**src/logic/sys_cfg_pkg.sv**
```systemverilog
// package for the configuration, chip-select and wait-state block
// assumes an 8-bit i/o register port decoded on the low eight address bits
package sys_cfg_pkg;
  // register offsets (low eight i/o address bits)
  localparam logic [7:0] OffsWaitCtl   = 8'hd8;
  localparam logic [7:0] OffsRamUpper  = 8'he6;
  localparam logic [7:0] OffsRamLower  = 8'he7;
  localparam logic [7:0] OffsRomBound  = 8'he8;
  localparam logic [7:0] OffsSysConfig = 8'hef;
  // reset values
  localparam logic [7:0] RstBoundary   = 8'hff;
  localparam logic [7:0] RstWaitCtl    = 8'h77;
  localparam logic [7:0] RstSysConfig  = 8'h00;
  // system configuration field positions
  localparam int CfgPortC     = 7;
  localparam int CfgPortBHi   = 6;
  localparam int CfgPortBLo   = 5;
  localparam int CfgEmuDir    = 4;
  localparam int CfgRomOff    = 3;
  localparam int CfgTriHi     = 2;
  localparam int CfgTriLo     = 1;
  localparam int CfgDaisy     = 0;
  // wait control field positions
  localparam int WaitRamEn    = 7;
  localparam int WaitRamLsb   = 4;
  localparam int WaitRomEn    = 3;
  localparam int WaitRomLsb   = 0;
  localparam int WaitFieldW   = 3;
  // tri-muxed pin groups
  typedef enum logic [1:0] {TriDma, TriChanB, TriHost} tri_sel_e;
  // bus cycle kinds seen by the decoder
  typedef enum logic [2:0] {
    CycIdle, CycMemRd, CycMemWr, CycIoRdOn, CycIoRdOff, CycIoWr, CycRefresh
  } cyc_e;
endpackage

```
**src/logic/cs_wait_counter.sv**
```systemverilog
// counts chip-select wait states for one memory access
// assumes start pulses once per access and clears when the access ends
`timescale 1ns/100ps
module cs_wait_counter #(
  parameter int CountW = 4
) (
  input  wire logic              clk,
  input  wire logic              reset_n,
  input  wire logic              clkEn,
  input  wire logic              start,
  input  wire logic              accessEnd,
  input  wire logic [CountW-1:0] waitCount,
  output logic                   waitActive
);
  logic [CountW-1:0] remain_r;
  logic [CountW-1:0] remain_nxt;

  // fewer than four bits cannot hold the eight-wait reset count
  if (CountW < 4) begin : gBadCountW
    $error("cs_wait_counter needs at least 4 bits for 8 waits");
  end

  // load on start, then count down one wait per clock
  always_comb begin
    remain_nxt = remain_r;
    if (accessEnd) begin
      remain_nxt = '0;
    end else if (start) begin
      remain_nxt = waitCount;
    end else if (remain_r != '0) begin
      remain_nxt = remain_r - CountW'(1);
    end
  end

  always_ff @(posedge clk or negedge reset_n) begin
    if (!reset_n) begin
      remain_r <= '0;
    end else if (clkEn) begin
      remain_r <= remain_nxt;
    end
  end

  assign waitActive = (remain_r != '0);
endmodule

```
**src/logic/system_config_chip_select_wait.sv**
```systemverilog
// system configuration, rom/ram chip selects and chip-select wait generator
// assumes cpu cycle kind, address and i/o strobes arrive synchronous to clk
// assumes the pin multiplexers, serial channels and ports sit outside this block
`timescale 1ns/100ps

// Overview of operation
// - config bit 7 one routes shared pins to port C, else channel A.
// - config bit 6 one gives port B bits 7-5, else async channel 1.
// - config bit 5 one gives port B bits 4-0, else async channel 0.
// - config bit 4 enables emulator mode exporting internal bus transfers.
// - outside sleep or halt, data bus driven on writes and sampled on memory and off-chip i/o reads; floated on refresh, idle, sleep and halt.
// - config bit 3 one holds rom select inactive; zero enables it.
// - config bits 2:1 choose dma/clocked serial, channel B, or host pins.
// - config bit 1 picks mode 0 serial and port, or mode 1 host emulation.
// - config bit 0 orders serial controller and host emulation interrupt priority.
// - both interrupt sources share external interrupt zero line.
// - ram select when lower boundary <= A19-A12 <= upper boundary.
// - decode uses cpu address bit 18 before timer multiplexing.
// - overlapping ranges assert only rom select.
// - rom select covers zero up to rom boundary inclusive.
// - all three boundary registers reset to all ones.
// - wait register holds ram enable, ram count, rom enable, rom count.
// - reset clears both wait enables and selects eight waits each.
// - dedicated waits only on accesses hitting rom or ram select.
// - waits inserted are the larger of cpu and chip-select counts.
// - both selects are driven high during sleep or halt.
module system_config_chip_select_wait
  import sys_cfg_pkg::*;
#(
  parameter int AddrW = 20
) (
  input  wire logic       clk,
  input  wire logic       reset_n,
  input  wire logic       clkEn,
  // register port
  input  wire logic [7:0] ioAddr,
  input  wire logic [7:0] ioWrData,
  input  wire logic       ioWrite,
  input  wire logic       ioRead,
  output logic [7:0]      ioRdData,
  output logic            ioHit,
  // cpu cycle
  input  wire logic [2:0] cycleKind,
  input  wire logic [AddrW-1:0] cpuAddr,
  input  wire logic       cycleStart,
  input  wire logic       cycleEnd,
  input  wire logic       sleepOrHalt,
  input  wire logic [3:0] cpuWaitCount,
  output logic            waitRequest,
  output logic [3:0]      waitsInserted,
  // chip selects
  output logic            rom_select_n,
  output logic            ram_select_n,
  // data bus direction
  output logic            dataBusDriveEn,
  output logic            dataBusSample,
  output logic            emulator_bus_direction,
  // pin multiplexing
  output logic            portCSelect,
  output logic            portBHiSelect,
  output logic            portBLoSelect,
  output logic [1:0]      triPinGroup,
  output logic            hostEmulationEnable,
  output logic            chanBOutputsEnable,
  output logic            parallelPortEnable,
  // interrupts
  input  wire logic       serialIrq,
  input  wire logic       hostIrq,
  input  wire logic       serialIeiChain,
  output logic            serialIei,
  output logic            hostIei,
  output logic            external_interrupt_zero_n
);
  // register file, one byte of flops per offset
  logic [7:0] sysCfg_r;
  logic [7:0] sysCfg_nxt;
  logic [7:0] ramUpper_r;
  logic [7:0] ramUpper_nxt;
  logic [7:0] ramLower_r;
  logic [7:0] ramLower_nxt;
  logic [7:0] romBound_r;
  logic [7:0] romBound_nxt;
  logic [7:0] waitCtl_r;
  logic [7:0] waitCtl_nxt;
  logic [7:0] rdData_nxt;
  // decode and wait bookkeeping
  logic       romHit;
  logic       ramHit;
  logic       memCycle;
  logic [7:0] addrPage;
  logic [3:0] csWaits;
  logic [3:0] waitMax_r;
  logic [3:0] waitMax_nxt;
  logic       csWaitEn;
  logic       csWaitActive;
  cyc_e       cyc;

  // the page compare is tied to address bits 19 to 12; other widths are refused
  if (AddrW != 20) begin : gBadAddrW
    $error("address width must be 20 for the page compare");
  end

  // decode of a register offset, shared by read and write paths
  function automatic logic isReg(input logic [7:0] a, input logic [7:0] offs);
    return a == offs;
  endfunction

  // inclusive page window, shared by the rom and ram compares
  function automatic logic inRange(input logic [7:0] p, input logic [7:0] lo,
                                   input logic [7:0] hi);
    return (p >= lo) && (p <= hi);
  endfunction

  // wait count field to number of waits
  // all ones gives eight waits, the reset setting
  function automatic logic [3:0] fieldWaits(input logic [2:0] f);
    return {1'b0, f} + 4'h1;
  endfunction

  // code 7 is illegal and falls to the float default below
  assign cyc = cyc_e'(cycleKind);
  // lets the outer i/o decoder keep other devices off the bus
  assign ioHit = isReg(ioAddr, OffsWaitCtl) | isReg(ioAddr, OffsRamUpper)
               | isReg(ioAddr, OffsRamLower) | isReg(ioAddr, OffsRomBound)
               | isReg(ioAddr, OffsSysConfig);

  // register writes and read mux
  // a read in the write cycle returns the old value
  always_comb begin
    sysCfg_nxt   = sysCfg_r;
    ramUpper_nxt = ramUpper_r;
    ramLower_nxt = ramLower_r;
    romBound_nxt = romBound_r;
    waitCtl_nxt  = waitCtl_r;
    rdData_nxt   = ioRdData;
    if (ioWrite) begin
      if (isReg(ioAddr, OffsSysConfig)) sysCfg_nxt = ioWrData;
      if (isReg(ioAddr, OffsRamUpper))  ramUpper_nxt = ioWrData;
      if (isReg(ioAddr, OffsRamLower))  ramLower_nxt = ioWrData;
      if (isReg(ioAddr, OffsRomBound))  romBound_nxt = ioWrData;
      if (isReg(ioAddr, OffsWaitCtl))   waitCtl_nxt = ioWrData;
    end
    if (ioRead) begin
      rdData_nxt = 8'h00; // unmapped offsets read zero
      if (isReg(ioAddr, OffsSysConfig)) rdData_nxt = sysCfg_r;
      if (isReg(ioAddr, OffsRamUpper))  rdData_nxt = ramUpper_r;
      if (isReg(ioAddr, OffsRamLower))  rdData_nxt = ramLower_r;
      if (isReg(ioAddr, OffsRomBound))  rdData_nxt = romBound_r;
      if (isReg(ioAddr, OffsWaitCtl))   rdData_nxt = waitCtl_r;
    end
  end

  // rom window spans all memory out of reset so boot code is found
  // boundaries reset to all ones
  always_ff @(posedge clk or negedge reset_n) begin
    if (!reset_n) begin
      sysCfg_r   <= RstSysConfig;
      ramUpper_r <= RstBoundary;
      ramLower_r <= RstBoundary;
      romBound_r <= RstBoundary;
      waitCtl_r  <= RstWaitCtl;
      ioRdData   <= 8'h00;
    end else if (clkEn) begin
      sysCfg_r   <= sysCfg_nxt;
      ramUpper_r <= ramUpper_nxt;
      ramLower_r <= ramLower_nxt;
      romBound_r <= romBound_nxt;
      waitCtl_r  <= waitCtl_nxt;
      ioRdData   <= rdData_nxt;
    end
  end

  // page taken from cpu address, bit 18 before timer mux
  assign addrPage = cpuAddr[19:12];
  // refresh carries an address too, so it is kept out of the decode
  // memory cycles only
  assign memCycle = (cyc == CycMemRd) || (cyc == CycMemWr);

  // rom floor is fixed at zero; only its ceiling is stored
  // chip-select compare; rom wins on overlap
  always_comb begin
    romHit = memCycle && !sysCfg_r[CfgRomOff] && inRange(addrPage, 8'h00, romBound_r);
    ramHit = memCycle && inRange(addrPage, ramLower_r, ramUpper_r) && !romHit;
  end

  // memory stays deselected through power-down
  // selects high in sleep or halt
  assign rom_select_n = !(romHit && !sleepOrHalt);
  assign ram_select_n = !(ramHit && !sleepOrHalt);

  // select is taken as it stands at cycleStart
  // per-select enable and count fields
  // waits only when a select fires
  always_comb begin
    csWaitEn = 1'b0;
    csWaits  = 4'h0;
    if (romHit && waitCtl_r[WaitRomEn]) begin
      csWaitEn = 1'b1;
      csWaits  = fieldWaits(waitCtl_r[WaitRomLsb +: WaitFieldW]);
    end else if (ramHit && waitCtl_r[WaitRamEn]) begin
      csWaitEn = 1'b1;
      csWaits  = fieldWaits(waitCtl_r[WaitRamLsb +: WaitFieldW]);
    end
    // cpu count of zero lets chip-select count govern
    waitMax_nxt = waitMax_r;
    if (cycleStart) begin
      waitMax_nxt = (csWaitEn && csWaits > cpuWaitCount) ? csWaits : cpuWaitCount;
    end
  end

  // merged count stands until the next access starts
  always_ff @(posedge clk or negedge reset_n) begin
    if (!reset_n) begin
      waitMax_r <= 4'h0;
    end else if (clkEn) begin
      waitMax_r <= waitMax_nxt;
    end
  end

  // counter loaded with the merged count; held low via wait request
  // merged count goes straight in so the first wait is the cycle after start
  cs_wait_counter #(.CountW(4)) waitGen (
    .clk        (clk),
    .reset_n    (reset_n),
    .clkEn      (clkEn),
    .start      (cycleStart && !sleepOrHalt),
    .accessEnd  (cycleEnd),
    .waitCount  (waitMax_nxt),
    .waitActive (csWaitActive)
  );
  assign waitRequest   = csWaitActive;
  assign waitsInserted = waitMax_r;

  // data bus direction per cycle kind
  // drive on writes, float on refresh and idle
  always_comb begin
    dataBusDriveEn = 1'b0;
    dataBusSample  = 1'b0;
    unique case (cyc)
      CycMemWr, CycIoWr: dataBusDriveEn = 1'b1;
      CycMemRd, CycIoRdOff: dataBusSample = 1'b1;
      CycIoRdOn: dataBusDriveEn = sysCfg_r[CfgEmuDir];
      CycIdle, CycRefresh: dataBusDriveEn = 1'b0;
      default: dataBusDriveEn = 1'b0; // unused cycle codes float
    endcase
    // power-down floats the bus whatever the cycle kind
    if (sleepOrHalt) begin
      dataBusDriveEn = 1'b0;
      dataBusSample  = 1'b0;
    end
  end
  assign emulator_bus_direction = sysCfg_r[CfgEmuDir];

  // pin multiplex selects
  // the multiplexers sit outside; these are plain register bits
  // port C versus channel A
  assign portCSelect   = sysCfg_r[CfgPortC];
  // port B high bits versus async 1
  assign portBHiSelect = sysCfg_r[CfgPortBHi];
  // port B low bits versus async 0
  assign portBLoSelect = sysCfg_r[CfgPortBLo];

  // codes 00 and 01 both give the dma and clocked serial group
  // tri-muxed pin group
  always_comb begin
    unique case (sysCfg_r[CfgTriHi:CfgTriLo])
      2'b10:   triPinGroup = TriChanB;
      2'b11:   triPinGroup = TriHost;
      default: triPinGroup = TriDma;
    endcase
  end

  // all three follow one bit, so they never disagree
  // mode 0 or host emulation mode 1
  assign hostEmulationEnable = sysCfg_r[CfgTriLo];
  assign chanBOutputsEnable  = !sysCfg_r[CfgTriLo];
  assign parallelPortEnable  = !sysCfg_r[CfgTriLo];

  // a pending higher request holds the lower one off until it clears
  // daisy-chain order; higher party passes enable when quiet
  always_comb begin
    if (sysCfg_r[CfgDaisy]) begin
      hostIei   = serialIeiChain;
      serialIei = serialIeiChain && !hostIrq;
    end else begin
      serialIei = serialIeiChain;
      hostIei   = serialIeiChain && !serialIrq;
    end
  end

  // any enabled pending source pulls the line low
  // one shared interrupt line, active low
  assign external_interrupt_zero_n = !((serialIrq && serialIei) || (hostIrq && hostIei));
endmodule

```
**config.mk**
```make
export PLATFORM = sky130hd
export DESIGN_NAME = system_config_chip_select_wait
export DESIGN_NICKNAME = d
export VERILOG_FILES = /design/src/logic/sys_cfg_pkg.sv /design/src/logic/cs_wait_counter.sv /design/src/logic/system_config_chip_select_wait.sv
export SDC_FILE = /design/constraint.sdc
export NUM_CORES = 1
export LEC_CHECK = 0
export CAP_MARGIN = 15
export CORE_UTILIZATION = 58
export DETAILED_ROUTE_END_ITERATION = 16
export DONT_BUFFER_PORTS = 1
export PLACE_DENSITY = 0.82
export SLEW_MARGIN = 20
export SYNTH_ARGS = -nofsm -noshare
export SYNTH_HDL_FRONTEND = slang
export SYNTH_SLANG_ARGS = --single-unit
```
**constraint.sdc**
```tcl
create_clock -name clk -period 3.89 [get_ports clk]
set_clock_uncertainty 0.2 [all_clocks]
set_input_delay 0.9725 -clock clk [delete_from_list [all_inputs] [get_ports clk]]
set_output_delay 0.9725 -clock clk [all_outputs]
set_load 0.01 [all_outputs]
```
Word-level counts from Yosys, hierarchy flattened

Index checks and enable logic that the tools add are counted.

Bits in registers: 56
Latch bits: 0
Memory bits (writable): 0
ROM bits: 0
Input bits: 54
Output and inout port bits: 30
Word-level logic and storage cells: 91
Memories: 0

Add/sub/neg operators: 3
$mul: 0
Divide/modulo/power cells: 0
$lt $le $gt $ge: 5
Equal/unequal tests: 12
Shift-type cells: 0
Mux-type cells: 21
Bitwise logic cells: 4
Reduce and logical (&&, ||, !) cells: 38

Operators by type and width:

| operator              | count |
|---|---|
| $eq A8 B8 Y1 const B  | 5 |
| $mux W8               | 5 |
| $mux W4               | 7 |
| $le A8 B8 Y1          | 2 |
| $logic_and A1 B1 Y1   | 16 |
| $reduce_and A3 Y1     | 5 |
| $logic_not A1 Y1      | 9 |
| $add A3 B1 Y4 const B | 2 |
| $ge A8 B1 Y1 const B  | 1 |
| $ge A8 B8 Y1          | 1 |
| $mux W1               | 7 |
| $eq A3 B2 Y1 const B  | 2 |
| $eq A3 B3 Y1 const B  | 2 |
| $eq A2 B2 Y1 const B  | 2 |
| $gt A4 B4 Y1          | 1 |
| $or A1 B1 Y1          | 4 |
| $pmux W2 S2           | 1 |
| $reduce_and A2 Y1     | 2 |
| $reduce_bool A4 Y1    | 1 |
| $reduce_or A2 Y1      | 2 |
| $sub A4 B1 Y4 const B | 1 |
| $eq A3 B1 Y1 const B  | 1 |
| $reduce_bool A3 Y1    | 1 |
| $logic_or A1 B1 Y1    | 2 |
| $pmux W1 S2           | 1 |

Depth between registers and ports, before layout

Depth after elaboration: 15
Gate-level depth with buffers: 17
Mapped depth without buffers: 16

By module

Synthesis repeated with hierarchy kept, for this count alone.

Cells, all modules: 392
Area total of the unflattened synthesis: 3,692.3 µm²

By module, submodules not included:

| module                         | instances | cells each | area an instance (µm²) | sequential area each (µm²) |
|---|---|---|---|---|
| system_config_chip_select_wait | 1         | 361        | 3,395.8                | 1,338.8 |
| cs_wait_counter                | 1         | 31         | 296.5                  | 100.1 |

Worst setup path after synthesis

OpenSTA, ideal clock, no wires.

Kind: input -> register
Start point: input cpuAddr[13]
End point: register waitGen.remain_r[3]
Library setup time: 0.126 ns
Arrival: 3.815 ns
Required time: 3.564 ns
Setup slack: -0.251 ns
Stages on the path: 16
Path buffers: 1
Path through: ha_1 -> nor2b_1 -> o211ai_1 -> a21o_1 -> a31o_4 -> and3_1 -> buf_4 -> mux2i_1 -> nor2b_1 -> ha_1 -> nand2_1 -> o21ai_0 -> o21ai_0 -> o21bai_2 -> mux2_4 -> a221o_1

Cells in the longest elaborated chain, start to end: 14
Elaborated cells on any way between the ends: 22
Those cells by class: 5 x order compare; 8 x mux; 9 x reduce/logical

Ends and longest elaborated chain:

| element                                      | RTL line                              | text |
|---|---|---|
| start, declared                              | system_config_chip_select_wait.sv:44  | `input wire logic [AddrW-1:0] cpuAddr,` |
| $ge A8 B1 Y1 or $le A8 B8 Y1 (tied branches) | system_config_chip_select_wait.sv:111 | `return (p >= lo) && (p <= hi);` |
| $logic_and A1 B1 Y1                          | system_config_chip_select_wait.sv:111 |  |
| $logic_and A1 B1 Y1                          | system_config_chip_select_wait.sv:182 | `romHit = memCycle && !sysCfg_r[CfgRomOff] && inRange(addrPage, 8'h00, romBound_r);` |
| $logic_not A1 Y1                             | system_config_chip_select_wait.sv:183 | `ramHit = memCycle && inRange(addrPage, ramLower_r, ramUpper_r) && !romHit;` |
| $logic_and A1 B1 Y1                          | system_config_chip_select_wait.sv:183 |  |
| $logic_and A1 B1 Y1                          | system_config_chip_select_wait.sv:200 | `end else if (ramHit && waitCtl_r[WaitRamEn]) begin` |
| $mux W4                                      | system_config_chip_select_wait.sv:200 |  |
| $mux W4                                      | system_config_chip_select_wait.sv:197 | `if (romHit && waitCtl_r[WaitRomEn]) begin` |
| $gt A4 B4 Y1                                 | system_config_chip_select_wait.sv:207 | `waitMax_nxt = (csWaitEn && csWaits > cpuWaitCount) ? csWaits : cpuWaitCount;` |
| $logic_and A1 B1 Y1                          | system_config_chip_select_wait.sv:207 |  |
| $mux W4 (*)                                  | system_config_chip_select_wait.sv:207 |  |
| $mux W4 (*)                                  | system_config_chip_select_wait.sv:206 | `if (cycleStart) begin` |
| $mux W4 (*)                                  | cs_wait_counter.sv:28                 | `end else if (start) begin` |
| $mux W4 (*)                                  | cs_wait_counter.sv:26                 | `if (accessEnd) begin` |
| end signal, assigned                         | cs_wait_counter.sv:39                 | `remain_r <= remain_nxt;` |
| end, declared                                | cs_wait_counter.sv:15                 | `logic [CountW-1:0] remain_r;` |

Mark *: on every way between the ends. The rest lies on a longest branch, timed or not.
A chain may end at the register's enable or synchronous reset.

Final worst setup path

Start point: input cpuAddr[12]
End point: register waitGen.remain_r[3]

The elaborated chain is that of the path after synthesis.

==> reports/metrics.cfg <==
[grt]
grt_max_degree = 57
grt_usage = 0.269
grt_pass1_wl_mm = 13.0
antenna_found_initial = 0
grt_pass1_vias = 2755
grt-ovfl-total = 0

[power]
internal-power_uw = 869
p_seq_frac = 0.542
power_density_nw_per_um2 = 315
p_clk_frac = 0.276
share_comb_of_total_power = 0.182
p_total_mw = 1.23
max-vdd-ir-drop_mv = 0.208
switching_share = 0.294
leakage_nw = 1.83
switchingPower_uw = 362

[critical_path]
r2r_end = waitGen.remain_r[3]
crit_end = waitGen.remain_r[3]
timing.rr.start = romBound_r[1]
crit_fanout = 4
critPathArrivalTime_ns = 3.83
crit_path_start = cpuAddr[12]
r2r_slack_ns = 0.13
ff2ff_path_depth = 18
path_class = input port to flip-flop
start_kind = input port
critPathRequiredTime_ns = 3.91
endpoint_kind = flip-flop

[placement]
globalplace.congestion = 0.814
io_buffers = 0
dpl.hpwl_mm = 6.27
place_ws_ns = -0.393
placed_area_um2 = 3700
dpl.cell_count = 443

[detailed_routing]
first_pass_iters = 6
drcViolationCount = 0
wirelength_mm = 8.29
vias_per_cell = 6.23
met2WireLength_mm = 4.17
num_vias = 2829
first_iter_violations = 200
highest_layer = met4
final_antenna_net_count = 0
routed-wl-met3_um = 568
wirelength_met1_mm = 3.43
wl_per_cell_um = 18.3

[yosys]
yosys_warnings = 0
synth_xor_area_frac = 0.00986
syn-num-nets = 456
synthDistinctLibCells = 55
synth_area_leaders = dfstp_2 (22%), dfrtp_1 (18%), ha_1 (11%), o21ai_0 (6.9%), mux2_2 (6.7%)
synth_top_family_by_area = compound AO/OA/AOI/OAI gates
ys_seq_elements = 56
ys_seq_area_frac = 0.405
synth_compound_area_frac = 0.180
synthSimpleGateAreaFrac = 0.157
muxShareOfSynthArea = 0.0820
synth_top_area_frac = 0.222
synth-adder-area-share = 0.109
syn-cell-area_um2 = 3550
yosys.area.top_type = dfstp_2
async_reset_ff_frac = 1.00
synth.avg_cell_area_um2 = 9.58
synthCells = 371
synth-edff-count = 0
ys.flop_type = dfstp_2

[cells_and_area]
fin_nets = 463
final_common_cell = nand2_1
multi_input_area_um2 = 2030
design_area_um2 = 3910
final_cell_mix = nand2_1 (50), o21ai_0 (45), inv_1 (35)
drive_gt1_frac = 0.272
fin_util = 0.661
area_growth_syn_to_layout_pct = 10.1
fillCellCount = 469
stdcell_count = 454
final-seq-area_um2 = 1440
antenna_cells = 0

[clock_tree]
holdBufCountCts = 0
cts_tree = built
ctsLongestPathBuffers = 2
h-tree-depth = 2
insertion_delay_ns = 0.32
root_buffer = clkbuf_8
clk_pin_slew_worst_paths_ns = 0.10
cts_buffers = 5
clock-sinks = 56

[die]
die_w_um = 80.3
start_util = 0.600
core_area_um2 = 5920
die_area_um2 = 6450
num_io_pins = 84
num_rows = 28
die_y_um = 80.3

[run]
drv_cap = 0

[sta]
setup_viol = 0
worst_hold_slack_ns = 0.130
fin_crit_sh = 0.980
finalHoldViolCount = 0
worst_slack_ns = 0.0794
fin_setup_tns_ns = 0
fmax_mhz = 262
worst_pin_slew_ns = 0.680
slew-limit-headroom = 0.545
finalMaxSlewViolations = 0
period_needed_ns = 3.81

[worst_hold_path]
hold_class = input port to async pin

[status]
status = completed

kinds of logic (layout without fill, tap and decap cells):
group,count (synthesis),count (layout)
muxes,26,26
and+or+nand+nor,104,104
adders and majority gates,31,31
AOI/OAI and AO/OA,98,98
xor gates and xnor gates,4,4
DFF,56,56
buffers and inverters,52,60
critical path: stages:
cell and delay [ns]:
inv_4 0.06, ha_4 0.19, nand2b_4 0.13, a211oi_2 0.24
o21bai_2 0.13, a221oi_4 0.39, nor4_4 0.12, nor2_2 0.19
nor2_1 0.07, ha_1 0.27, nand2_1 0.06, o21ai_1 0.11
o21ai_1 0.10, o21bai_4 0.19, mux2_4 0.31, a221o_1 0.29
layer usage:
layer / vias up / global-route usage
met1: 1384 / 0.325
met4: 0 / 0.0875
met2: 94 / 0.463
met5: - / 0
li1: 1339 / -
met3: 12 / 0.0716
how the worst min path moves through the flow:
| stage | endpoint | cells past startpoint |
|---|---|---|
| 2_1_floorplan | romBound_r[2] | 2 |
| 3_3_place_gp | ramUpper_r[1] | 2 |
| 3_5_place_dp | romBound_r[3] | 2 |
| 4_1_cts | waitGen.remain_r[3] | 0 |
| 5_1_grt | waitGen.remain_r[3] | 0 |
| 6_report | waitsInserted[0] | 0 |
cells in the mapped netlist, drive strengths merged, types with 2 or more instances:
library cell   n
or2            2
a222oi         8
nor4           4
mux2          22
o21bai         2
xnor2          2
nand2b         3
nand4          5
clkbuf         9
nand3b         3
nor3b          2
a21boi         2
a22o           8
xor2           2
inv           37
buf            6
and4           2
and3           4
nor3           7
dfstp         30
mux2i          4
nor2b          7
a21oi         14
nor2           7
nand3          3
nand2         51
o211ai         2
o21ai         50
dfrtp         26
ha            31
what timing repair did:
item	4_1_cts	5_1_grt
cloned	0	0
endpoints found under the setup margin	4	8
setup buffers	1	3
hold endpoints to repair	0	0
pin swaps	4	10
gates resized for setup	1	19
power by group through the flow:
stage	combinational (mW)	sequential [mW]	clock [mW]
3_5_place_dp	0.214	0.677	0
5_1_grt	0.252	0.672	0.368
3_3_place_gp	0.202	0.673	0
6_report	0.224	0.667	0.340
2_1_floorplan	0.178	0.667	0
4_1_cts	0.217	0.666	0.344
layout make-up:
class / instances / area share
inverter: 37 / 0.0361
tap: 75 / 0.0240
timing repair buffer: 15 / 0.0288
clock inverter: 3 / 0.00672
clock buffer: 5 / 0.0176
multi-input combinational: 263 / 0.519
sequential: 56 / 0.368
flip-flops by register name, indices dropped and copies added (netlist names):
register,cells
sysCfg_r,8
ramLower_r,8
waitsInserted,4
ramUpper_r,8
waitGen.remain_r,4
ioRdData,8
romBound_r,8
waitCtl_r,8
Note: power is estimated with default switching activity, not from simulation.
